[src/core/chs_pkg.sv]
// Constants, field layout and state codes for the charger host link block.
// Assumes a 100 MHz system clock; imported whole by the host link and pin filter modules.
package chs_pkg;
  // Clock and timing
  localparam int unsigned CLK_MHZ      = 100;
  localparam int unsigned PULSE_US     = 128;
  localparam int unsigned PULSE_CYCLES = PULSE_US * CLK_MHZ;
  localparam int unsigned PULSE_CNT_W  = 14;

  // Bus target identity and register map
  localparam logic [6:0] DEV_ADDR         = 7'h6b;
  localparam logic [7:0] REG_STATUS_CTRL  = 8'h00;
  localparam logic [7:0] UNMAPPED_READ    = 8'hff;

  // Field positions of the status and control register
  localparam int unsigned KICK_BIT  = 7;
  localparam int unsigned PHASE_LSB = 4;
  localparam int unsigned SEL_BIT   = 3;
  localparam int unsigned ERR_LSB   = 0;

  // Reset values and error codes
  localparam logic       SEL_RESET  = 1'b0;
  localparam logic [2:0] ERR_NONE   = 3'h0;
  localparam int unsigned N_FAULTS  = 7;
  localparam logic [2:0] BIT_LAST   = 3'h7;

  // Serial engine states, one-hot
  typedef enum logic [6:0] {
    ST_IDLE    = 7'h01,
    ST_ADDR    = 7'h02,
    ST_ADDR_AK = 7'h04,
    ST_WR      = 7'h08,
    ST_WR_AK   = 7'h10,
    ST_RD      = 7'h20,
    ST_RD_AK   = 7'h40
  } chs_state_t;
endpackage : chs_pkg

[src/core/chs_line_if.sv]
// Carries one filtered bus line with its edge strobes between modules.
// Assumes both ends run on the system clock.
`timescale 1ns/1ps
interface chs_line_if;
  logic level;
  logic rise;
  logic fall;
  modport src (output level, output rise, output fall);
  modport dst (input level, input rise, input fall);
endinterface : chs_line_if

[src/core/chs_host_link.sv]
// Two-wire bus target, status/control register and indicator outputs.
// Assumes charger state and fault levels come from logic on clk_sys_i.
`timescale 1ns/1ps
// How it works
// - Indicator pulled low while charging if the indicator enable bit is 1.
// - Indicator released to high impedance in every other normal condition.
// - Each new fault or status event gives one 128 us low pulse, then release; none while a pulse runs.
// - Supply, timer, watchdog, sleep, temperature, battery, thermal events trigger pulse.
// - Event pulses ignore the enable bit; it gates only the charging level.
// - Alert output behaves exactly like the charge indicator.
// - Unmanaged mode with battery above threshold forces high impedance mode.
// - Managed mode ignores the good battery check.
// - Target only; standard and fast transfers share one protocol.
// - Answers only its fixed 7-bit address; other frames are ignored.
// - Start is SDA falling with SCL high; stop is SDA rising with SCL high.
// - Matching address acknowledged by holding SDA low over ninth clock high.
// - Bytes are eight bits plus acknowledge from the receiver, any count.
// - After stop the bus is free; wait for start and matching address.
// - Reads of unimplemented offsets return FFh.
// - Writing 1 to bit 7 kicks the watchdog; bit reads back 0.
// - Bits 6..4 report the operating phase code.
// - Bit 3 is read/write input priority, reset 0, 1 means USB first.
// - Bits 2..0 report the error code.
// - Error code kept first-come, cleared on read once its condition is gone.
// - Priority change with both supplies present forces high impedance and restart.
module chs_host_link
  import chs_pkg::*;
#(
  parameter int unsigned PULSE_LEN = PULSE_CYCLES
)(
  // Clock and reset
  input  wire logic        clk_sys_i,
  input  wire logic        rst_i,
  // Two-wire bus pins
  input  wire logic        scl_i,
  input  wire logic        sda_i,
  output logic             sda_o,
  output logic             sda_oe_n_o,
  // Charger state from the charging core
  input  wire logic        charging_i,
  input  wire logic        ind_enable_i,
  input  wire logic [2:0]  phase_i,
  input  wire logic [6:0]  fault_cond_i,
  input  wire logic        supply_event_i,
  input  wire logic        sleep_event_i,
  input  wire logic        managed_i,
  input  wire logic        batt_above_good_i,
  input  wire logic        both_supplies_i,
  // Indicator and alert open-drain outputs
  output logic             stat_o,
  output logic             stat_oe_n_o,
  output logic             alert_o,
  output logic             alert_oe_n_o,
  // Controls to the charging core
  output logic             watchdog_kick_o,
  output logic             supply_sel_o,
  output logic             hiz_o,
  output logic             restart_o
);
  chs_line_if scl_l ();
  chs_line_if sda_l ();

  chs_state_t              state_ff;
  logic       [2:0]        bit_ff;
  logic       [7:0]        shift_ff;
  logic                    rw_ff;
  logic                    first_ff;
  logic       [7:0]        ptr_ff;
  logic                    drive_low_ff;
  logic                    sel_ff;
  logic       [2:0]        err_ff;
  logic       [2:0]        nxt_err;
  logic       [6:0]        cond_q_ff;
  logic [PULSE_CNT_W-1:0]  pulse_ff;
  logic                    kick_ff;
  logic                    restart_ff;
  logic                    hiz_ff;
  logic                    ind_low_ff;
  logic                    start_det;
  logic                    stop_det;
  logic                    wr_strobe;
  logic                    rd_load;
  logic                    event_any;
  logic       [7:0]        reg_rd;

  localparam logic [PULSE_CNT_W-1:0] PULSE_LOAD = PULSE_CNT_W'(PULSE_LEN - 1);

  chs_pin_filter u_scl (
    .clk_sys_i (clk_sys_i),
    .rst_i     (rst_i),
    .pin_i     (scl_i),
    .line      (scl_l)
  );

  chs_pin_filter u_sda (
    .clk_sys_i (clk_sys_i),
    .rst_i     (rst_i),
    .pin_i     (sda_i),
    .line      (sda_l)
  );

  // Bus conditions; SDA moving while SCL high is start or stop
  assign start_det = sda_l.fall && scl_l.level;
  assign stop_det  = sda_l.rise && scl_l.level;

  // Register read view; kick bit always reads 0
  assign reg_rd = (ptr_ff == REG_STATUS_CTRL) ?
                  {1'b0, phase_i, sel_ff, err_ff} :
                  UNMAPPED_READ;

  // Byte-complete strobes for the register side
  assign wr_strobe = (state_ff == ST_WR) && scl_l.rise && (bit_ff == BIT_LAST) && !first_ff;
  assign rd_load   = scl_l.fall && (((state_ff == ST_ADDR_AK) && rw_ff && drive_low_ff) ||
                                    ((state_ff == ST_RD_AK) && !shift_ff[0]));

  // Serial engine: sample on SCL rise, change SDA on SCL fall
  always_ff @(posedge clk_sys_i or posedge rst_i) begin
    if (rst_i) begin
      state_ff     <= ST_IDLE;
      bit_ff       <= 3'h0;
      shift_ff     <= 8'h00;
      rw_ff        <= 1'b0;
      first_ff     <= 1'b0;
      ptr_ff       <= REG_STATUS_CTRL;
      drive_low_ff <= 1'b0;
    end else if (stop_det) begin
      state_ff     <= ST_IDLE;
      drive_low_ff <= 1'b0;
    end else if (start_det) begin
      state_ff     <= ST_ADDR;
      bit_ff       <= 3'h0;
      drive_low_ff <= 1'b0;
    end else begin
      case (state_ff)
        ST_IDLE: begin
          drive_low_ff <= 1'b0;
        end
        ST_ADDR: begin
          if (scl_l.rise) begin
            shift_ff <= {shift_ff[6:0], sda_l.level};
            bit_ff   <= bit_ff + 3'h1;
            if (bit_ff == BIT_LAST) begin
              rw_ff    <= sda_l.level;
              first_ff <= 1'b1;
              // Foreign address: sit idle until the next start
              state_ff <= (shift_ff[6:0] == DEV_ADDR) ? ST_ADDR_AK : ST_IDLE;
            end
          end
        end
        ST_ADDR_AK, ST_WR_AK: begin
          if (scl_l.fall) begin
            if (!drive_low_ff) begin
              drive_low_ff <= 1'b1;
            end else if (rw_ff) begin
              shift_ff     <= {reg_rd[6:0], 1'b0};
              drive_low_ff <= !reg_rd[7];
              bit_ff       <= 3'h0;
              state_ff     <= ST_RD;
            end else begin
              drive_low_ff <= 1'b0;
              bit_ff       <= 3'h0;
              state_ff     <= ST_WR;
            end
          end
        end
        ST_WR: begin
          if (scl_l.rise) begin
            shift_ff <= {shift_ff[6:0], sda_l.level};
            bit_ff   <= bit_ff + 3'h1;
            if (bit_ff == BIT_LAST) begin
              if (first_ff) begin
                ptr_ff <= {shift_ff[6:0], sda_l.level};
              end
              first_ff <= 1'b0;
              state_ff <= ST_WR_AK;
            end
          end
        end
        ST_RD: begin
          if (scl_l.fall) begin
            if (bit_ff == BIT_LAST) begin
              drive_low_ff <= 1'b0;                         // Host acknowledges
              state_ff     <= ST_RD_AK;
            end else begin
              drive_low_ff <= !shift_ff[7];
              shift_ff     <= {shift_ff[6:0], 1'b0};
              bit_ff       <= bit_ff + 3'h1;
            end
          end
        end
        ST_RD_AK: begin
          // Host ack lands in shift_ff[0]; a nack ends our part of the frame
          if (scl_l.rise) begin
            shift_ff <= {7'h00, sda_l.level};
          end else if (scl_l.fall) begin
            if (shift_ff[0]) begin
              state_ff <= ST_IDLE;
            end else begin
              shift_ff     <= {reg_rd[6:0], 1'b0};
              drive_low_ff <= !reg_rd[7];
              bit_ff       <= 3'h0;
              state_ff     <= ST_RD;
            end
          end
        end
        default: begin
          state_ff     <= ST_IDLE;
          drive_low_ff <= 1'b0;
        end
      endcase
    end
  end

  // Open drain data pin: only ever pulls low
  always_ff @(posedge clk_sys_i or posedge rst_i) begin
    if (rst_i) begin
      sda_o      <= 1'b0;
      sda_oe_n_o <= 1'b1;
    end else begin
      sda_o      <= 1'b0;
      sda_oe_n_o <= !drive_low_ff;
    end
  end

  // Priority bit, watchdog kick and supply restart
  always_ff @(posedge clk_sys_i or posedge rst_i) begin
    if (rst_i) begin
      sel_ff     <= SEL_RESET;
      kick_ff    <= 1'b0;
      restart_ff <= 1'b0;
    end else begin
      kick_ff    <= wr_strobe && (ptr_ff == REG_STATUS_CTRL) && shift_ff[KICK_BIT-1];
      restart_ff <= 1'b0;
      if (wr_strobe && (ptr_ff == REG_STATUS_CTRL)) begin
        sel_ff     <= shift_ff[SEL_BIT-1];
        restart_ff <= both_supplies_i && (shift_ff[SEL_BIT-1] != sel_ff);
      end
    end
  end

  // First active fault wins when several appear together
  function automatic logic [2:0] first_fault(input logic [6:0] cond);
    logic [2:0] code;
    code = ERR_NONE;
    for (int i = N_FAULTS - 1; i >= 0; i--) begin
      if (cond[i]) begin
        code = 3'(i + 1);
      end
    end
    return code;
  endfunction

  // Error code: hold until read with the condition gone; a live fault reloads
  always_comb begin
    nxt_err = err_ff;
    if (err_ff == ERR_NONE) begin
      nxt_err = first_fault(fault_cond_i);
    end else if (rd_load && (ptr_ff == REG_STATUS_CTRL) && !fault_cond_i[err_ff - 3'h1]) begin
      nxt_err = first_fault(fault_cond_i);                  // Set wins over clear
    end
  end

  always_ff @(posedge clk_sys_i or posedge rst_i) begin
    if (rst_i) begin
      err_ff <= ERR_NONE;
    end else begin
      err_ff <= nxt_err;
    end
  end

  // Event detection: new fault level or supply/sleep strobe
  always_ff @(posedge clk_sys_i or posedge rst_i) begin
    if (rst_i) begin
      cond_q_ff <= 7'h00;
    end else begin
      cond_q_ff <= fault_cond_i;
    end
  end
  assign event_any = (|(fault_cond_i & ~cond_q_ff)) || supply_event_i || sleep_event_i;

  // Pulse timer; a running pulse is never retriggered
  always_ff @(posedge clk_sys_i or posedge rst_i) begin
    if (rst_i) begin
      pulse_ff <= '0;
    end else if (pulse_ff != '0) begin
      pulse_ff <= pulse_ff - PULSE_CNT_W'(1);
    end else if (event_any) begin
      pulse_ff <= PULSE_LOAD;
    end
  end

  // Indicator level: pulse regardless of enable, charging only if enabled
  always_ff @(posedge clk_sys_i or posedge rst_i) begin
    if (rst_i) begin
      ind_low_ff <= 1'b0;
    end else begin
      ind_low_ff <= (event_any || (pulse_ff != '0)) ||
                    (charging_i && ind_enable_i);
    end
  end

  // Both open-drain outputs share one source so they cannot drift apart
  always_ff @(posedge clk_sys_i or posedge rst_i) begin
    if (rst_i) begin
      stat_o       <= 1'b0;
      stat_oe_n_o  <= 1'b1;
      alert_o      <= 1'b0;
      alert_oe_n_o <= 1'b1;
    end else begin
      stat_o       <= 1'b0;
      stat_oe_n_o  <= !ind_low_ff;
      alert_o      <= 1'b0;
      alert_oe_n_o <= !ind_low_ff;
    end
  end

  // High impedance request from the good battery check or a supply swap
  always_ff @(posedge clk_sys_i or posedge rst_i) begin
    if (rst_i) begin
      hiz_ff <= 1'b0;
    end else begin
      hiz_ff <= (!managed_i && batt_above_good_i) ||
                restart_ff;
    end
  end

  assign watchdog_kick_o = kick_ff;
  assign supply_sel_o    = sel_ff;
  assign hiz_o           = hiz_ff;
  assign restart_o       = restart_ff;
endmodule : chs_host_link

[src/core/chs_pin_filter.sv]
// Three-stage synchroniser and glitch filter for one bus pin.
// Assumes the pin is asynchronous to clk_sys_i and idles high.
`timescale 1ns/1ps
module chs_pin_filter
  import chs_pkg::*;
(
  // Clock and reset
  input  wire logic   clk_sys_i,
  input  wire logic   rst_i,
  // Raw pin and filtered result
  input  wire logic   pin_i,
  chs_line_if.src     line
);
  logic s1_ff;
  logic s2_ff;
  logic s3_ff;
  logic lvl_ff;
  logic rise_ff;
  logic fall_ff;

  // Synchroniser chain; s1 feeds only s2 to keep metastability contained
  always_ff @(posedge clk_sys_i or posedge rst_i) begin
    if (rst_i) begin
      s1_ff <= 1'b1;
      s2_ff <= 1'b1;
      s3_ff <= 1'b1;
    end else begin
      s1_ff <= pin_i;
      s2_ff <= s1_ff;
      s3_ff <= s2_ff;
    end
  end

  // Level moves only once two stages agree; edges are flagged in the same cycle
  always_ff @(posedge clk_sys_i or posedge rst_i) begin
    if (rst_i) begin
      lvl_ff  <= 1'b1;
      rise_ff <= 1'b0;
      fall_ff <= 1'b0;
    end else begin
      rise_ff <= (s2_ff == s3_ff) && s3_ff && !lvl_ff;
      fall_ff <= (s2_ff == s3_ff) && !s3_ff && lvl_ff;
      if (s2_ff == s3_ff) begin
        lvl_ff <= s3_ff;
      end
    end
  end

  assign line.level = lvl_ff;
  assign line.rise  = rise_ff;
  assign line.fall  = fall_ff;
endmodule : chs_pin_filter

[config.mk]
export PLATFORM = sky130hd
export DESIGN_NAME = chs_host_link
export DESIGN_NICKNAME = d
export VERILOG_FILES = /design/src/core/chs_pkg.sv /design/src/core/chs_line_if.sv /design/src/core/chs_host_link.sv /design/src/core/chs_pin_filter.sv
export SDC_FILE = /design/constraint.sdc
export NUM_CORES = 1
export LEC_CHECK = 0
export BUFFER_PORTS_ARGS = -buffer_cell sky130_fd_sc_hd__buf_2
export CAP_MARGIN = 20
export CORE_MARGIN = 2
export CORE_UTILIZATION = 25
export CTS_BUF_LIST = sky130_fd_sc_hd__clkbuf_8
export DETAILED_ROUTE_END_ITERATION = 10
export GPL_TIMING_DRIVEN = 0
export PLACE_DENSITY_LB_ADDON = 0.25
export SETUP_SLACK_MARGIN = 0.05
export SLEW_MARGIN = 20
export SYNTH_ARGS = -nofsm -noshare
export SYNTH_HDL_FRONTEND = slang
export SYNTH_SLANG_ARGS = --single-unit
[constraint.sdc]
create_clock -name clk_sys_i -period 4.4 [get_ports clk_sys_i]
set_clock_uncertainty 0.15 [all_clocks]
set_input_delay 0.44 -clock clk_sys_i [delete_from_list [all_inputs] [get_ports clk_sys_i]]
set_output_delay 0.44 -clock clk_sys_i [all_outputs]
set_load 0.005 [all_outputs]
# --- After elaboration in Yosys (flattened, before gate mapping) ---
# Cells that the tools add are included.
totals:
  ff_bits: 72
  in_bits: 21
  out_inout_bits: 10
  wordCells: 211
classes:
  add_sub_neg: 3
  n_lt_le_gt_ge: 1
  eq_ne: 45
  n_mux: 67
  bitwise_logic: 4
  reduce_logical: 61
ops:
  columns: ["op", "n"]
  rows:
  - ["$mux 7", 12]
  - ["$mux 8", 10]
  - ["$mux 3", 19]
  - ["$pmux 7 s6", 1]
  - ["$pmux 8 s4", 1]
  - ["$mux 14", 2]
  - ["$logic_and 1x1->1", 24]
  - ["$ne 4x3->1 const B", 6]
  - ["$reduce_and 11->1", 2]
  - ["$ne 4x4->1 const B", 5]
  - ["$reduce_and 10->1", 2]
  - ["$mux 1", 16]
  - ["$ne 3x3->1 const B", 5]
  - ["$eq 7x7->1 const B", 2]
  - ["$reduce_bool 14->1", 1]
  - ["$sub 14x1->14 const B", 1]
  - ["$logic_not 1->1", 12]
  - ["$mux 6", 2]
  - ["$ne 2x1->1 const B", 6]
  - ["$ne 3x2->1 const B", 4]
  - ["$pmux 3 s4", 1]
  - ["$reduce_and 6->1", 2]
  - ["$ne 3x1->1 const B", 3]
  - ["$logic_not 8->1", 1]
  - ["other kinds (28)", 41]

# --- Depth between registers and ports, before layout ---
depth:
  depth_word: 9
  ltp_mapped: 9
  ltp_nobuf: 8

# --- Cells and area by module ---
# From an unflattened synthesis, not the netlist that was laid out.
hier_totals:
  hier_cells: 367
  area_unflattened_um2: 3852.4
modules_own_cells:
  columns: ["module", "instances", "cells_per_inst", "area_per_inst_um2", "seq_area_each_um2"]
  rows:
  - ["chs_host_link", 1, 339, 3414.5, 1505.2]
  - ["chs_pin_filter", 2, 14, 219.0, 155.1]

# --- Worst setup path before layout ---
# No wires, ideal clock.
synth_path:
  path_type: "flip-flop to flip-flop"
  startpoint: "register err_ff[0]"
  endpoint: "register err_ff[0]"
  setup_time_ps: 125
  arrival_time_ps: 2176
  t_required_ps: 4125
  setup_slack_ps: 1949
  stages_incl_launch_ff: 9
  n_path_buf: 0
  synth_period_minus_slack_ps: 2451
  path_cell_list: "dfrtp_1 > inv_1 > ha_1 > mux2_2 > nand2_1 > a21oi_1 > a2111oi_0 > a21oi_1 > mux2_2"
synth_between:
  elab_chain_len: 6
  word_cells_on_any_way: 8
  classes_between: "1 x add/sub; 3 x mux; 4 x reduce/logical"
synth_rtl:
  columns: ["item", "line", "text"]
  rows:
  - ["start, declared", "chs_host_link.sv:71", "logic [2:0] err_ff;"]
  - ["start signal, assigned", "chs_host_link.sv:267", "err_ff <= nxt_err;"]
  - ["$sub 3x1->3", "chs_host_link.sv:258", "end else if (rd_load && (ptr_ff == REG_STATUS_CTRL) && !fault_cond_i[err_ff - 3'h1]) begin"]
  - ["$bmux 1 s3", "chs_host_link.sv:258", null]
  - ["$mux 1 (implied by the code)", "chs_host_link.sv:258", null]
  - ["$logic_not 1->1", "chs_host_link.sv:258", null]
  - ["$logic_and 1x1->1", "chs_host_link.sv:258", null]
  - ["$reduce_bool 2->1 (no line)", null, null]
# Parallel ways exist; a longest one is shown, timed or not. The select of a mux whose other input is x is not followed.
# A chain may end at the register's enable or synchronous reset.

# --- Worst setup path after layout ---
layout_path:
  startpoint: "register bit_ff[0]"
  endpoint: "register shift_ff[1]"
layout_between:
  elab_chain_len: 3
layout_rtl:
  columns: ["item", "line", "text"]
  rows:
  - ["start, declared", "chs_host_link.sv:64", "logic [2:0] bit_ff;"]
  - ["start signal, assigned", "chs_host_link.sv:141", "bit_ff <= bit_ff + 3'h1;"]
  - ["start signal, assigned", "chs_host_link.sv:169", "bit_ff <= bit_ff + 3'h1;"]
  - ["start signal, assigned", "chs_host_link.sv:187", "bit_ff <= bit_ff + 3'h1;"]
  - ["$eq 3x3->1", "chs_host_link.sv:181", "if (bit_ff == BIT_LAST) begin"]
  - ["$ne 2x2->1 (no line)", null, null]
  - ["$reduce_and 11->1 (no line)", null, null]
  - ["end signal, assigned", "chs_host_link.sv:186", "shift_ff <= {shift_ff[6:0], 1'b0};"]
  - ["end signal, assigned", "chs_host_link.sv:194", "shift_ff <= {7'h00, sda_l.level};"]
  - ["end signal, assigned", "chs_host_link.sv:199", "shift_ff <= {reg_rd[6:0], 1'b0};"]
  - ["end, declared", "chs_host_link.sv:65", "logic [7:0] shift_ff;"]
# Every way passes these cells.

==> flow_summary.json <==
{
  "synth.top_cells.by_count": "61 x dfrtp_1, 33 x nor2_1, 29 x nand2_1, 25 x inv_1",
  "setup_viol_count_final": 0,
  "io_pins": 31,
  "report.final.hold_viol_count": 0,
  "synth_ff_type": "dfrtp_1",
  "detailed_place_hpwl_microns": 6460,
  "postPlaceCellArea_sq_mm": 0.00418,
  "vdd_drop_max_mv": 0.144,
  "synth_top_area_cell": "dfrtp_1",
  "regArea_sq_mm": 0.00182,
  "slew_violations": 0,
  "worst_slew_margin_rel_pct": 42.3,
  "post-synth-top-area-fraction_pct": 40.4,
  "ctsResizeCount": 0,
  "tightestPinTransition_ns": 0.859,
  "critPathKind": "flip-flop to flip-flop",
  "final_period_minus_worst_setup_slack_ns": 2.80,
  "worst_setup_path_start_kind": "flip-flop",
  "synthToLayoutAreaGrowth_pct": 16.6,
  "finish.utilization_pct": 30.1,
  "netlist_instances": 375,
  "cts_htree_levels": 3,
  "p_int_w": 0.00126,
  "ys_top_cells_by_area": "dfrtp_1 40%, dfstp_2 7.7%, mux2_2 6.0%",
  "die_h_microns": 127,
  "timing.critical_path.cells": "ha_1, ha_1, o2111ai_1, a211oi_1, nor3_1, nand4_4, mux2_2",
  "num_rows": 44,
  "critical_path.endpoint_type": "flip-flop",
  "synthesis.area_per_instance_sq_um": 10.1,
  "clock_tree.root_cell": "clkbuf_8",
  "cts_sinks": 72,
  "synth_warnings": 0,
  "cp_data_required_time_ns": 4.49,
  "synth-edff-count": 0,
  "grt_first_pass_wirelength_microns": 15300,
  "multiInputGateArea_sq_mm": 0.00179,
  "min-delay-path-class": "primary input to flip-flop",
  "dr_total_vias": 2931,
  "design.core.area_sq_mm": 0.0146,
  "initialDrtViolationCount": 140,
  "tritoncts.num_buffers": 9,
  "worst_setup_hold_path_clk_slew_ns": 0.07,
  "final_nets": 449,
  "grt_start_max_net_pins": 41,
  "drc_errors": 0,
  "cp_slowest_cell": "nor3_1",
  "cp_common_cell": "ha_1",
  "yosys_register_bits": 72,
  "routed_wl_microns": 8840,
  "layout-drive-gt1-share_pct": 22.7,
  "globalRouteTotalUtil_pct": 12.0,
  "antenna_found_initial": 0,
  "synth_sequential_area_ratio_pct": 48.1,
  "sw_frac_of_total_pct": 31.9,
  "cts_setup_buffers": 0,
  "p_leak_nw": 1.99,
  "top_fanout_value_on_the_critical_path": 7,
  "port_buffers": 27,
  "yosysUniqueCellTypes": 59,
  "routed_length_per_placed_instance_microns": 14.6,
  "grt_pass1_vias": 2964,
  "r2r_setup_slack_ns": 1.60,
  "maxCapViolations": 0,
  "drt-pass1-iter-count": 4,
  "tritoncts_clock_tree": "built",
  "crit_path_max_incr_delay_ns": 0.72,
  "p_clk_share_pct": 28.9,
  "clock_latency_ns": 0.36,
  "avgViaCountPerCell": 4.83,
  "combPwrFrac_pct": 22.6,
  "timing.fmax_mhz": 357,
  "synthArstFlopShare_pct": 100,
  "rsz0062_at_grt": "no",
  "chipWidth_microns": 127,
  "switchingPower_w": 0.000588,
  "seq_power_share_pct": 48.5,
  "clock_tree.buffer_depth": 2,
  "gp_congestion": 0.834,
  "grt_overflow": 0,
  "postCtsHoldBufs": 2,
  "period_share_pct": 63.6,
  "antennaDiodeCount": 0,
  "timing.critical_path.arrival_ns": 2.89,
  "post_synth_design_cell_area_sq_mm": 0.00377,
  "power.density_mw_per_mm2": 419,
  "summed_negative_setup_slack_over_all_endpoints_ns": 0,
  "status": "complete, no violations",
  "fillerInstances": 1527,
  "yosysMostFrequentCell": "dfrtp_1",
  "antenna_left": 0,
  "die_area_sq_mm": 0.0161,
  "initial_utilization_pct": 25.8,
  "final_cell_area_sq_mm": 0.00440
}
registers in the layout (all words and copies together) (netlist names), 3 cells and up:
register	count
cond_q_ff	7
err_ff	3
pulse_ff	14
state_ff	7
bit_ff	3
shift_ff	8
ptr_ff	8
cells in the final DEF, fill, tap and decap left out, types with 5 or more instances in the layout:
cell type	instances
a21oi_1	22
xor2_1	5
dfrtp_1	61
buf_2	35
o21ai_0	22
ha_1	10
o2111ai_1	6
nand3_1	12
nor2_1	33
nand2_1	29
dfstp_2	11
nor2b_1	5
mux2_2	20
nand2b_1	5
nor3_1	11
clkbuf_8	11
o2bb2ai_1	7
a21o_1	6
nor4_1	8
inv_1	26
worst max-delay path, delay by kind of cell, from the launching register on:
kind	cells	cell delay, ns
adders and majority gates	2	0.47
AOI/OAI and AO/OA	2	0.34
DFF	1	0.40
and+or+nand+nor	2	0.99
muxes	1	0.34
path summary, 6_finish.rpt:
kind / from / endpoint / cells after the start
setup / recovery: bit_ff[0] / shift_ff[1] / 7
hold / removal: scl_i / u_scl.s1_ff / 1
setup reg to reg: bit_ff[0] / shift_ff[1] / 7
hold reg to reg: ind_low_ff / alert_oe_n_o / 1
max in group asynchronous: rst_i / u_sda.line.level / 4
min in group asynchronous: rst_i / pulse_ff[12] / 3
per-stage QoR:
| stage | total power (W) | setup slack (ns) | hold WS (ns) | cells |
|---|---|---|---|---|
| 6_report | 0.00185 | 1.60 | 0.0326 | 607 |
| 5_1_grt | 0.00198 | 1.38 | 0.00516 | 607 |
| 4_1_cts | 0.00188 | 1.59 | 0.00888 | 607 |
| 3_5_place_dp | 0.00133 | 1.59 | 0.194 | 589 |
| 3_3_place_gp | 0.00131 | 1.03 | 0.188 | 588 |
| 2_1_floorplan | 0.00120 | 1.95 | 0.187 | 377 |
cell type report:
class | instances | share of cell area (%)
multi-input combinational | 264 | 40.7
timing repair buffer | 30 | 3.98
inverter | 25 | 2.19
clock buffer | 11 | 3.44
sequential | 72 | 41.2
clock inverter | 5 | 1.14
buffer | 16 | 2.10
tap | 184 | 5.23
per-layer routing:
| metal | GRT usage, % | part of all wire (%) | vias up |
|---|---|---|---|
| met4 | 4.52 | 1.4 | 0 |
| li1 | - | - | 1427 |
| met5 | 0 | 0 | - |
| met3 | 3.21 | 2.5 | 9 |
| met2 | 19.3 | 48 | 48 |
| met1 | 15.4 | 48 | 1447 |
power groups by stage:
| stage | logic, W | clock network (W) | registers (W) |
|---|---|---|---|
| after floorplan | 0.000324 | 0 | 0.000872 |
| after global placement | 0.000407 | 0 | 0.000903 |
| after detailed placement | 0.000418 | 0 | 0.000909 |
| after CTS | 0.000421 | 0.000559 | 0.000897 |
| after global routing | 0.000475 | 0.000590 | 0.000919 |
| final | 0.000417 | 0.000533 | 0.000895 |
kinds of logic after synthesis:
kind of cell	after synthesis	synth area share [%]
and+or+nand+nor	130	18.3
AOI/OAI and AO/OA	90	16.3
buffers and inverters	41	4.94
xor gates and xnor gates	9	2.09
other	1	0.0993
adders and majority gates	10	3.31
DFF	72	48.1
muxes	22	6.83
Note: power is estimated with default switching activity, not from simulation.
